`src/logic/flash_spm_pkg.sv`:
```
// shared constants for the self-programming control block
// assumes both ends are compiled after this package
package flash_spm_pkg;
    // register offset and bit positions
    localparam logic [7:0] CSR_OFFSET = 8'h37;
    localparam logic [7:0] CSR_RESET = 8'h00;
    localparam int BIT_IRQ_EN = 7;
    localparam int BIT_RWW_BUSY = 6;
    localparam int BIT_SIG_RD = 5;
    localparam int BIT_RWW_REEN = 4;
    localparam int BIT_BLB_SET = 3;
    localparam int BIT_PG_WRT = 2;
    localparam int BIT_PG_ERS = 1;
    localparam int BIT_SPM_EN = 0;
    // legal low-five-bit command patterns
    localparam logic [4:0] CMD_REEN = 5'h11;
    localparam logic [4:0] CMD_BLB = 5'h09;
    localparam logic [4:0] CMD_WRT = 5'h05;
    localparam logic [4:0] CMD_ERS = 5'h03;
    localparam logic [4:0] CMD_LOAD = 5'h01;
    // signature arm: select bit beside the plain pattern
    localparam logic [5:0] CMD_SIG = 6'h21;
    // arming windows in core cycles
    localparam logic [2:0] SPM_WINDOW = 3'h4;
    localparam logic [2:0] LPM_WINDOW = 3'h3;
    // pointer layout, largest variant: page z15:z8, word z7:z1
    localparam int Z_WIDTH = 16;
    localparam int PAGE_LSB = 8;
    localparam int PAGE_WORDS = 128;
    localparam logic [7:0] RWW_PAGES = 8'he0;
    // boot start words per boot_size_fuse code
    localparam logic [15:0] BOOT_11 = 16'hfe00;
    localparam logic [15:0] BOOT_10 = 16'hfc00;
    localparam logic [15:0] BOOT_01 = 16'hf800;
    localparam logic [15:0] BOOT_00 = 16'hf000;
    // flash operation time, fixed at a neutral figure
    localparam int OP_TIME_US = 4;
    localparam int CLK_MHZ = 125;
    localparam int OP_CYCLES = OP_TIME_US * CLK_MHZ;
    localparam logic [7:0] LOCK_RESET = 8'hff;
    localparam logic [7:0] FUSE_VALUE = 8'h5a; // arbitrary
    localparam logic [7:0] SIG_VALUE = 8'h3c;  // arbitrary
endpackage : flash_spm_pkg

```
`src/logic/flash_spm_if.sv`:
```
// core-to-flash-controller link
// assumes a single 125 mhz core clock shared by both ends
`timescale 1ns/10ps
interface flash_spm_if;
    logic csr_we;
    logic [7:0] csr_wdata;
    logic [7:0] csr_rdata;
    logic spm;
    logic lpm;
    logic [15:0] z_ptr;
    logic [7:0] r0;
    logic [7:0] r1;
    logic [7:0] lpm_data;
    logic lpm_valid;
    logic stall;
    logic irq;
    logic global_irq;
    modport device (input csr_we, csr_wdata, spm, lpm, z_ptr, r0, r1,
        global_irq, output csr_rdata, lpm_data, lpm_valid, stall, irq);
    modport core (output csr_we, csr_wdata, spm, lpm, z_ptr, r0, r1,
        global_irq, input csr_rdata, lpm_data, lpm_valid, stall, irq);
endinterface : flash_spm_if

```
`src/logic/flash_self_program_control.sv`:
```
// device end: control/status register, arming window, flash sequencing
// assumes the core obeys the stall and keeps one operation in flight
// Functional notes
// RQ1: enable arms store instruction four cycles
// RQ2: plain enable fills page buffer word
// RQ3: erase select erases pointer page
// RQ4: write select programs buffer into page
// RQ5: stall core on halt region operations
// RQ6: enable stays high until operation done
// RQ7: region operation sets busy, blocks reads
// RQ8: busy clears on reenable or load
// RQ9: reenable only after operation finishes
// RQ10: reenable during load discards buffer
// RQ11: lock write takes bits from low data
// RQ12: load within three returns lock/fuse
// RQ13: signature load returns byte, store nothing
// RQ14: ready interrupt while enable clear
// RQ15: only five legal patterns take effect
// RQ16: one operation in flight at once
// RQ17: pointer bit zero selects load byte
// RQ18: mid variant page z14:z7 word z6:z1 (not built here: largest layout only)
// RQ19: large variant page z15:z8 word z7:z1
// RQ20: page is 128 words, word zero
// RQ21: read-while-write region is the low 224 pages
// RQ22: boot fuse selects boot size start
// RQ23: register resets to zero, busy read-only
//
// Chosen here: the plain strobed port.
`timescale 1ns/10ps
module flash_self_program_control (
    input wire logic i_ref_clk,             // core clock
    input wire logic i_rst_b,               // async reset, active low
    flash_spm_if.device bus,                // core side
    input wire logic [1:0] i_boot_size_fuse, // boot size code
    output logic [15:0] o_boot_start,       // boot reset word address
    output logic o_rww_read_blocked,        // region reads blocked
    output logic [15:0] o_buf_word,         // buffer word at pointer
    output logic o_flash_write,             // one-cycle program pulse
    output logic o_flash_erase,             // one-cycle erase pulse
    output logic [7:0] o_flash_page         // page of last operation
);
    typedef enum {ST_IDLE, ST_BUSY} op_state_e;
    typedef struct packed {
        logic [7:0] csr;
        logic [2:0] win;
        logic [2:0] lwin;
        op_state_e st;
        logic [15:0] cnt;
        logic halt;
        logic loading;
        logic [7:0] lock;
        logic [7:0] lpm_data;
        logic lpm_valid;
        logic fw;
        logic fe;
        logic [7:0] page;
    } state_s;
    state_s q_r, q_nxt;
    logic [15:0] page_buf [flash_spm_pkg::PAGE_WORDS]; // see RQ20
    logic [6:0] widx;
    logic [7:0] zpage;
    logic [4:0] cmd;
    logic in_rww;
    logic buf_we;
    logic buf_clr;
    logic [7:0] wlo;
    logic sig_arm;

    // pointer split, largest variant layout only: the mid variant
    // would take page z14:z7 and word z6:z1, not built here (see RQ18)
    assign widx = bus.z_ptr[7:1];                   // see RQ19 RQ2
    assign zpage = bus.z_ptr[15:flash_spm_pkg::PAGE_LSB];
    assign in_rww = zpage < flash_spm_pkg::RWW_PAGES; // see RQ21
    assign cmd = q_r.csr[4:0];
    assign wlo = bus.csr_wdata;
    // a signature arm shares the plain pattern but must store nothing
    assign sig_arm = q_r.csr[5:0] == flash_spm_pkg::CMD_SIG; // see RQ13
    assign buf_we = bus.spm && q_r.win != 3'h0 && !sig_arm
        && cmd == flash_spm_pkg::CMD_LOAD && q_r.st == ST_IDLE;
    // a reenable write during a load throws the partial page away
    assign buf_clr = bus.csr_we
        && wlo[4:0] == flash_spm_pkg::CMD_REEN && q_r.loading; // see RQ10

    // *****************************
    // sequencer
    // *****************************
    always_comb
    begin
        q_nxt = q_r;
        q_nxt.fw = 1'b0;
        q_nxt.fe = 1'b0;
        q_nxt.lpm_valid = 1'b0;
        // window countdown and timeout
        if (q_r.win != 3'h0 && q_r.st == ST_IDLE)
        begin
            q_nxt.win = q_r.win - 3'h1;
            if (q_r.win == 3'h1)
                q_nxt.csr[5:0] = 6'h00;             // see RQ1 RQ3 RQ4 RQ11
        end
        if (q_r.lwin != 3'h0)
            q_nxt.lwin = q_r.lwin - 3'h1;
        // store instruction inside window; a signature arm ignores it
        if (bus.spm && q_r.win != 3'h0 && q_r.st == ST_IDLE && !sig_arm)
        begin
            q_nxt.win = 3'h0;
            q_nxt.lwin = 3'h0;
            // short commands clear their arm on completion
            q_nxt.csr[5:0] = 6'h00;                 // see RQ1
            if (cmd == flash_spm_pkg::CMD_ERS
                || cmd == flash_spm_pkg::CMD_WRT)
            begin
                // selects stay up so the op's end knows erase from write
                q_nxt.st = ST_BUSY;
                q_nxt.csr[5:0] = q_r.csr[5:0];      // see RQ6 RQ3 RQ4
                q_nxt.cnt = 16'(flash_spm_pkg::OP_CYCLES);
                q_nxt.halt = !in_rww;               // see RQ5
                q_nxt.page = zpage;
                if (in_rww)
                    q_nxt.csr[flash_spm_pkg::BIT_RWW_BUSY] = 1'b1; // see RQ7
                if (cmd == flash_spm_pkg::CMD_WRT)
                    q_nxt.loading = 1'b0;           // buffer consumed
            end
            else if (cmd == flash_spm_pkg::CMD_LOAD)
            begin
                q_nxt.loading = 1'b1;               // see RQ2
                q_nxt.csr[flash_spm_pkg::BIT_RWW_BUSY] = 1'b0; // see RQ8
            end
            else if (cmd == flash_spm_pkg::CMD_REEN)
                q_nxt.csr[flash_spm_pkg::BIT_RWW_BUSY] = 1'b0; // see RQ9 RQ8
            else if (cmd == flash_spm_pkg::CMD_BLB)
                q_nxt.lock = bus.r0;                // see RQ11
        end
        // load instruction reading lock, fuse or signature
        if (bus.lpm && q_r.lwin != 3'h0)
        begin
            q_nxt.lpm_valid = 1'b1;
            if (cmd == flash_spm_pkg::CMD_BLB)      // see RQ12 RQ17
                q_nxt.lpm_data = bus.z_ptr[0] ? flash_spm_pkg::FUSE_VALUE
                                               : q_r.lock;
            else
                q_nxt.lpm_data = flash_spm_pkg::SIG_VALUE; // see RQ13
        end
        // busy countdown, enable held high until done
        if (q_r.st == ST_BUSY)
        begin
            q_nxt.cnt = q_r.cnt - 16'h0001;
            if (q_r.cnt == 16'h0001)
            begin
                q_nxt.st = ST_IDLE;
                q_nxt.halt = 1'b0;
                q_nxt.csr[5:0] = 6'h00;             // see RQ6 RQ3 RQ4
                q_nxt.fe = q_r.csr[flash_spm_pkg::BIT_PG_ERS];
                q_nxt.fw = !q_r.csr[flash_spm_pkg::BIT_PG_ERS];
            end
        end
        if (buf_clr)
            q_nxt.loading = 1'b0;
        // register write: irq enable always, command only if legal and idle
        if (bus.csr_we)
        begin
            q_nxt.csr[flash_spm_pkg::BIT_IRQ_EN] =
                wlo[flash_spm_pkg::BIT_IRQ_EN];
            if (q_r.st == ST_IDLE && !q_r.csr[flash_spm_pkg::BIT_SPM_EN]
                && (wlo[4:0] == flash_spm_pkg::CMD_REEN
                || wlo[4:0] == flash_spm_pkg::CMD_BLB
                || wlo[4:0] == flash_spm_pkg::CMD_WRT
                || wlo[4:0] == flash_spm_pkg::CMD_ERS
                || wlo[4:0] == flash_spm_pkg::CMD_LOAD)) // see RQ15 RQ9
            begin
                // signature select only counts beside the plain pattern
                q_nxt.csr[5:0] = {1'b0, wlo[4:0]};
                if (wlo[5:0] == flash_spm_pkg::CMD_SIG)
                    q_nxt.csr[flash_spm_pkg::BIT_SIG_RD] = 1'b1; // see RQ13
                q_nxt.win = flash_spm_pkg::SPM_WINDOW; // see RQ1
                q_nxt.lwin = (wlo[4:0] == flash_spm_pkg::CMD_BLB
                    || wlo[5:0] == flash_spm_pkg::CMD_SIG)
                    ? flash_spm_pkg::LPM_WINDOW : 3'h0; // see RQ12
            end
            // write bits reach only the select field and irq enable: busy stays hardware's
            q_nxt.csr[flash_spm_pkg::BIT_RWW_BUSY] =
                q_nxt.csr[flash_spm_pkg::BIT_RWW_BUSY]; // see RQ23
        end
    end
    // the erase/write branch above reads the select bits of q_r.csr

    always_ff @(posedge i_ref_clk or negedge i_rst_b)
    begin
        if (!i_rst_b)
        begin
            q_r <= '{csr: flash_spm_pkg::CSR_RESET, win: 3'h0, lwin: 3'h0,
                st: ST_IDLE, cnt: 16'h0000, halt: 1'b0, loading: 1'b0,
                lock: flash_spm_pkg::LOCK_RESET, lpm_data: 8'h00,
                lpm_valid: 1'b0, fw: 1'b0, fe: 1'b0, page: 8'h00}; // see RQ23
        end
        else
            q_r <= q_nxt;
    end

    // page buffer: no reset, cleared on abort by rewriting the word
    always_ff @(posedge i_ref_clk)
    begin
        if (buf_we)
            page_buf[widx] <= {bus.r1, bus.r0};     // see RQ2
        else if (buf_clr)
            page_buf[widx] <= 16'hffff;
    end

    // *****************************
    // outputs
    // *****************************
    assign bus.csr_rdata = q_r.csr;
    assign bus.stall = q_r.halt;                    // see RQ5
    assign bus.lpm_data = q_r.lpm_data;
    assign bus.lpm_valid = q_r.lpm_valid;
    assign bus.irq = q_r.csr[flash_spm_pkg::BIT_IRQ_EN] && bus.global_irq
        && !q_r.csr[flash_spm_pkg::BIT_SPM_EN];     // see RQ14
    assign o_rww_read_blocked = q_r.csr[flash_spm_pkg::BIT_RWW_BUSY]; // see RQ7
    assign o_buf_word = q_r.loading ? page_buf[widx] : 16'hffff;
    assign o_flash_write = q_r.fw;
    assign o_flash_erase = q_r.fe;
    assign o_flash_page = q_r.page;

    // boot start per fuse code
    always_comb
    begin
        unique case (i_boot_size_fuse)              // see RQ22
            2'b11: o_boot_start = flash_spm_pkg::BOOT_11;
            2'b10: o_boot_start = flash_spm_pkg::BOOT_10;
            2'b01: o_boot_start = flash_spm_pkg::BOOT_01;
            2'b00: o_boot_start = flash_spm_pkg::BOOT_00;
        endcase
    end
endmodule : flash_self_program_control

```
`src/flat_wrapper.sv`:
```
// flat-port wrapper written by rule: the top's interface ports become plain ports
module flash_self_program_control_flat 
  (i_ref_clk, i_rst_b, i_boot_size_fuse, o_boot_start, o_rww_read_blocked, o_buf_word, o_flash_write, o_flash_erase, o_flash_page, bus_csr_we, bus_csr_wdata, bus_spm, bus_lpm, bus_z_ptr, bus_r0, bus_r1, bus_global_irq, bus_csr_rdata, bus_lpm_data, bus_lpm_valid, bus_stall, bus_irq);
  flash_spm_if bus_i ();
  input wire logic i_ref_clk;
  input wire logic i_rst_b;
  input wire logic [1:0] i_boot_size_fuse;
  output logic [15:0] o_boot_start;
  output logic o_rww_read_blocked;
  output logic [15:0] o_buf_word;
  output logic o_flash_write;
  output logic o_flash_erase;
  output logic [7:0] o_flash_page;
  input wire logic [$bits(bus_i.csr_we)-1:0] bus_csr_we;
  input wire logic [$bits(bus_i.csr_wdata)-1:0] bus_csr_wdata;
  input wire logic [$bits(bus_i.spm)-1:0] bus_spm;
  input wire logic [$bits(bus_i.lpm)-1:0] bus_lpm;
  input wire logic [$bits(bus_i.z_ptr)-1:0] bus_z_ptr;
  input wire logic [$bits(bus_i.r0)-1:0] bus_r0;
  input wire logic [$bits(bus_i.r1)-1:0] bus_r1;
  input wire logic [$bits(bus_i.global_irq)-1:0] bus_global_irq;
  output wire logic [$bits(bus_i.csr_rdata)-1:0] bus_csr_rdata;
  output wire logic [$bits(bus_i.lpm_data)-1:0] bus_lpm_data;
  output wire logic [$bits(bus_i.lpm_valid)-1:0] bus_lpm_valid;
  output wire logic [$bits(bus_i.stall)-1:0] bus_stall;
  output wire logic [$bits(bus_i.irq)-1:0] bus_irq;
  assign bus_i.csr_we = bus_csr_we;
  assign bus_i.csr_wdata = bus_csr_wdata;
  assign bus_i.spm = bus_spm;
  assign bus_i.lpm = bus_lpm;
  assign bus_i.z_ptr = bus_z_ptr;
  assign bus_i.r0 = bus_r0;
  assign bus_i.r1 = bus_r1;
  assign bus_i.global_irq = bus_global_irq;
  assign bus_csr_rdata = bus_i.csr_rdata;
  assign bus_lpm_data = bus_i.lpm_data;
  assign bus_lpm_valid = bus_i.lpm_valid;
  assign bus_stall = bus_i.stall;
  assign bus_irq = bus_i.irq;
  flash_self_program_control u_core (.i_ref_clk(i_ref_clk), .i_rst_b(i_rst_b), .bus(bus_i), .i_boot_size_fuse(i_boot_size_fuse), .o_boot_start(o_boot_start), .o_rww_read_blocked(o_rww_read_blocked), .o_buf_word(o_buf_word), .o_flash_write(o_flash_write), .o_flash_erase(o_flash_erase), .o_flash_page(o_flash_page));
endmodule
```
`config.mk`:
```
export PLATFORM = sky130hd
export DESIGN_NAME = flash_self_program_control_flat
export DESIGN_NICKNAME = d
export VERILOG_FILES = /design/src/logic/flash_spm_pkg.sv /design/src/logic/flash_spm_if.sv /design/src/logic/flash_self_program_control.sv /design/src/flat_wrapper.sv
export SDC_FILE = /design/constraint.sdc
export NUM_CORES = 2
export LEC_CHECK = 0
export BUFFER_PORTS_ARGS = -buffer_cell sky130_fd_sc_hd__buf_4
export CAP_MARGIN = 20
export CORE_MARGIN = 2
export CORE_UTILIZATION = 67
export CTS_CLUSTER_SIZE = 10
export DETAILED_ROUTE_END_ITERATION = 8
export PLACE_DENSITY_LB_ADDON = 0.15
export SLEW_MARGIN = 20
export SYNTH_ARGS = -nofsm -noshare
export SYNTH_HDL_FRONTEND = slang
export SYNTH_SLANG_ARGS = --single-unit
export TNS_END_PERCENT = 20
```
`constraint.sdc`:
```
create_clock -name i_ref_clk -period 5.9 [get_ports i_ref_clk]
set_input_delay 0.295 -clock i_ref_clk [delete_from_list [all_inputs] [get_ports i_ref_clk]]
set_output_delay 0.295 -clock i_ref_clk [all_outputs]
set_load 0.01 [all_outputs]
```
==> run_results.csv <==
group,metric,value,unit
status,status,"finished clean",
synth,netlist_instances,4648,
timing,timing.final.crit_share,0.860,
setup_path,cpMaxStageDelayCell,"a22oi_1",
setup_path,worst-path-buf-inv,3,
drt,wl,238,mm
global_route,grt_pass1_wl,338,mm
timing,setup_viol,0,
finish,fin_area,0.0929,mm^2
hold_path,min_path_type,"in -> async",
timing,hold_viol,0,
drt,via_per_inst,7.41,
timing,fin_crit,5070,ps
clock_network,cts_max_level,4,
finish,fillers,6681,
clock_network,clock-sinks,2139,
global_route,grt-ovfl-total,0,
timing,fin_skew,31.2,ps
global_route,antenna_found_initial,16,
global_route,grtUsageTotal,0.379,
timing,fmax,197,MHz
synth,synthArstFlopShare,0.0425,
setup_path,crit_chain,"buf_8 > buf_4 > mux4_2 > mux4_2 > a22oi_1 > o211ai_1 > or4_1 > buf_4",
drt,num_vias,49165,
floorplan,start_util,0.678,
floorplan,die-area,0.126,mm^2
drt,drtIter0Drc,8451,
clock_network,cts_tree,"built",
place,place_area,0.0864,mm^2
clock_network,insertion_delay,870,ps
setup_path,crit_path_end_kind,"output port",
floorplan,num_io_pins,110,
finish,final_cells,6631,
finish,fin_nets,5015,
synth,synth_cell_types,84,
clock_network,ctsRootBufferMaster,"clkbuf_16",
clock_network,ctsLongestPathBuffers,3,
pwr,power_density,331,mW/mm^2
job,drv_cap,0,
pwr,irDropWorstVdd,0.000340,V
synth,syn-cell-area,0.0828,mm^2
drt,routedWlPerCell,35.9,um
setup_path,startpoint_type,"input port",
drt,route.detailed.drc,0,
place,place_inst,6320,
synth,synth.avg_cell_area,17.8,um^2
synth,dominantRegCellSynth,"edfxtp_1",
setup_path,crit_fanout,53,
place,io_buffer_count,95,
synth,ys_seq_area_frac,0.770,
clock_network,clk_pin_slew,60,ps
clock_network,post_cts_buffers,0,
finish,syn_to_final_growth,12.2,%
drt,firstDrtPassIters,6,
clock_network,numCtsBuffers,232,
clock_network,cts_resized,0,
synth,synth_edf_count,2048,
setup_path,path_class,"in -> out",
synth,ys_ff_latch,2139,
setup_path,path_depth,8,
synth,yosysWarnings,0,
floorplan,core-area,0.122,mm^2
drt,antenna_left,0,
pwr,leakage,0.0305,uW
timing,finalSetupTns,0,ps
timing,rsz0062_at_grt,"false",
clock_network,postCtsHoldBufs,29,
floorplan,die_h,356,um
timing,slew_headroom,0.116,
floorplan,die_x,356,um
setup_path,crit_family,"compound AO/OA/AOI/OAI gates",
floorplan,core.rowCount,128,
place,gp_congestion,0.948,
place,dpl.hpwl,138,mm
global_route,grt_pass1_vias,47891,
finish,drive_above_1_share,0.190,
timing,maxSlewViolCount,0,
setup_path,max_stage_delay,920,ps
synth,synth_top_area_share,0.743,
setup_path,worstPathArrival,4780,ps
global_route,grt_max_degree,97,
synth,yosys.area.top_type,"edfxtp_1",
synth,synth_area_leaders,"edfxtp_1 74%, mux4_2 4.2%, a221oi_1 4.0%",
setup_path,reg2regPathDepth,10,
timing,tightest_slew,1320,ps
setup_path,cp.required,5610,ps
synth,synth_commonest_cells,"2048 x edfxtp_1, 377 x a221oi_1, 326 x nor2_1, 199 x mux2i_1, 196 x nand2_1",
synth,post-synth-top-count-cell,"edfxtp_1",
==> worst reg2reg max path: stages, from the launching register on <==
cell and delay [ps]:
dfrtp_1 370, nor4_1 300, nand4_1 300, nor4_4 480, nand2_1 220, o21ai_2 620, buf_4 250, nand3_1 570
buf_4 500, nor2_1 580, buf_4 340
==> layout by cell type (no fill, tap or decap), types with 11 or more instances in the layout <==
cell type and count:
a211oi_1 17, dlygate4sd3_1 29, mux2i_1 199, edfxtp_1 2048, buf_12 21, o21ai_0 156, a22oi_1 55, nor2_1 321
nor4_1 17, mux4_2 156, a221oi_1 377, a22o_1 25, nor3_1 42, nand2_1 196, dfrtp_1 83, a2111oi_0 37
conb_1 13, o211ai_1 15, o22a_1 12, a21oi_1 106, mux2_2 71, buf_4 387, nand3_1 24, a31oi_1 11
or2_4 16, clkbuf_1 27, a221o_1 19, inv_1 14, clkbuf_16 237, o22ai_1 21, o221ai_1 36
==> logic make-up after synthesis <==
kind of cell	Yosys count	synth area share
xor gates and xnor gates	7	0.000740
other	2	0.0000907
AOI/OAI and AO/OA	966	0.0886
adders and majority gates	8	0.00118
DFF	2139	0.770
and+or+nand+nor	705	0.0376
muxes	427	0.0763
buffers and inverters	394	0.0252
==> path summary, 6_finish.rpt <==
kind	startpoint	endpoint	slack (ps)
setup / recovery	bus_z_ptr[1]	o_buf_word[5]	830
hold / removal	i_rst_b	u_core.q_r[34]	90
setup reg to reg	u_core.q_r[53]	u_core.page_buf[22][10]	1080
hold reg to reg	u_core.q_r[51]	u_core.q_r[51]	370
max in group asynchronous	i_rst_b	u_core.bus.csr_rdata[4]	5280
min in group i_ref_clk	bus_spm	u_core.q_r[82]	90
==> metrics by stage <==
step / hold slack (ps) / setup WS (ps) / power [uW] / util
2_1_floorplan: -0.591 / 2710 / 17900 / -
3_3_place_gp: 366 / 1310 / 18500 / 0.707
3_5_place_dp: 367 / 1270 / 18500 / 0.707
4_1_cts: 47.3 / 1250 / 30700 / 0.759
5_1_grt: 160 / 866 / 31400 / 0.760
6_report: 86.9 / 826 / 30700 / 0.760
==> power breakdown <==
group	internal [uW]	switching [uW]	total [uW]
combinational	495	1190	1680
clock	7050	5370	12400
sequential	16600	1.79	16600
==> metal layers <==
metal	GRT usage	vias up	part of all wire
li1	-	19513	-
met1	0.514	24726	0.34
met2	0.554	4134	0.45
met3	0.128	772	0.15
met4	0.194	20	0.059
met5	0.00302	-	0.00072
==> flip-flops by register name, indices dropped and copies added, names as in the netlist <==
signal / flops
u_core.bus.csr_rdata: 8
u_core.bus.lpm_data: 8
u_core.bus.lpm_valid: 1
u_core.bus.stall: 1
u_core.o_flash_erase: 1
u_core.o_flash_page: 8
u_core.o_flash_write: 1
u_core.page_buf: 2048
u_core.q_r: 63
==> cell type report <==
| type | instances | area, um^2 | area share |
|---|---|---|---|
| clock inverters | 8 | 106 | 0.00115 |
| repair buffers | 442 | 3700 | 0.0398 |
| well taps | 1625 | 2030 | 0.0219 |
| diodes | 8 | 20.0 | 0.000216 |
| clock buffers | 264 | 6030 | 0.0650 |
| inverters | 19 | 80.1 | 0.000862 |
| flip-flops and latches | 2139 | 63800 | 0.687 |
| multi-input cells | 2126 | 17100 | 0.184 |
No activity file was read; power rests on OpenSTA's default activity.
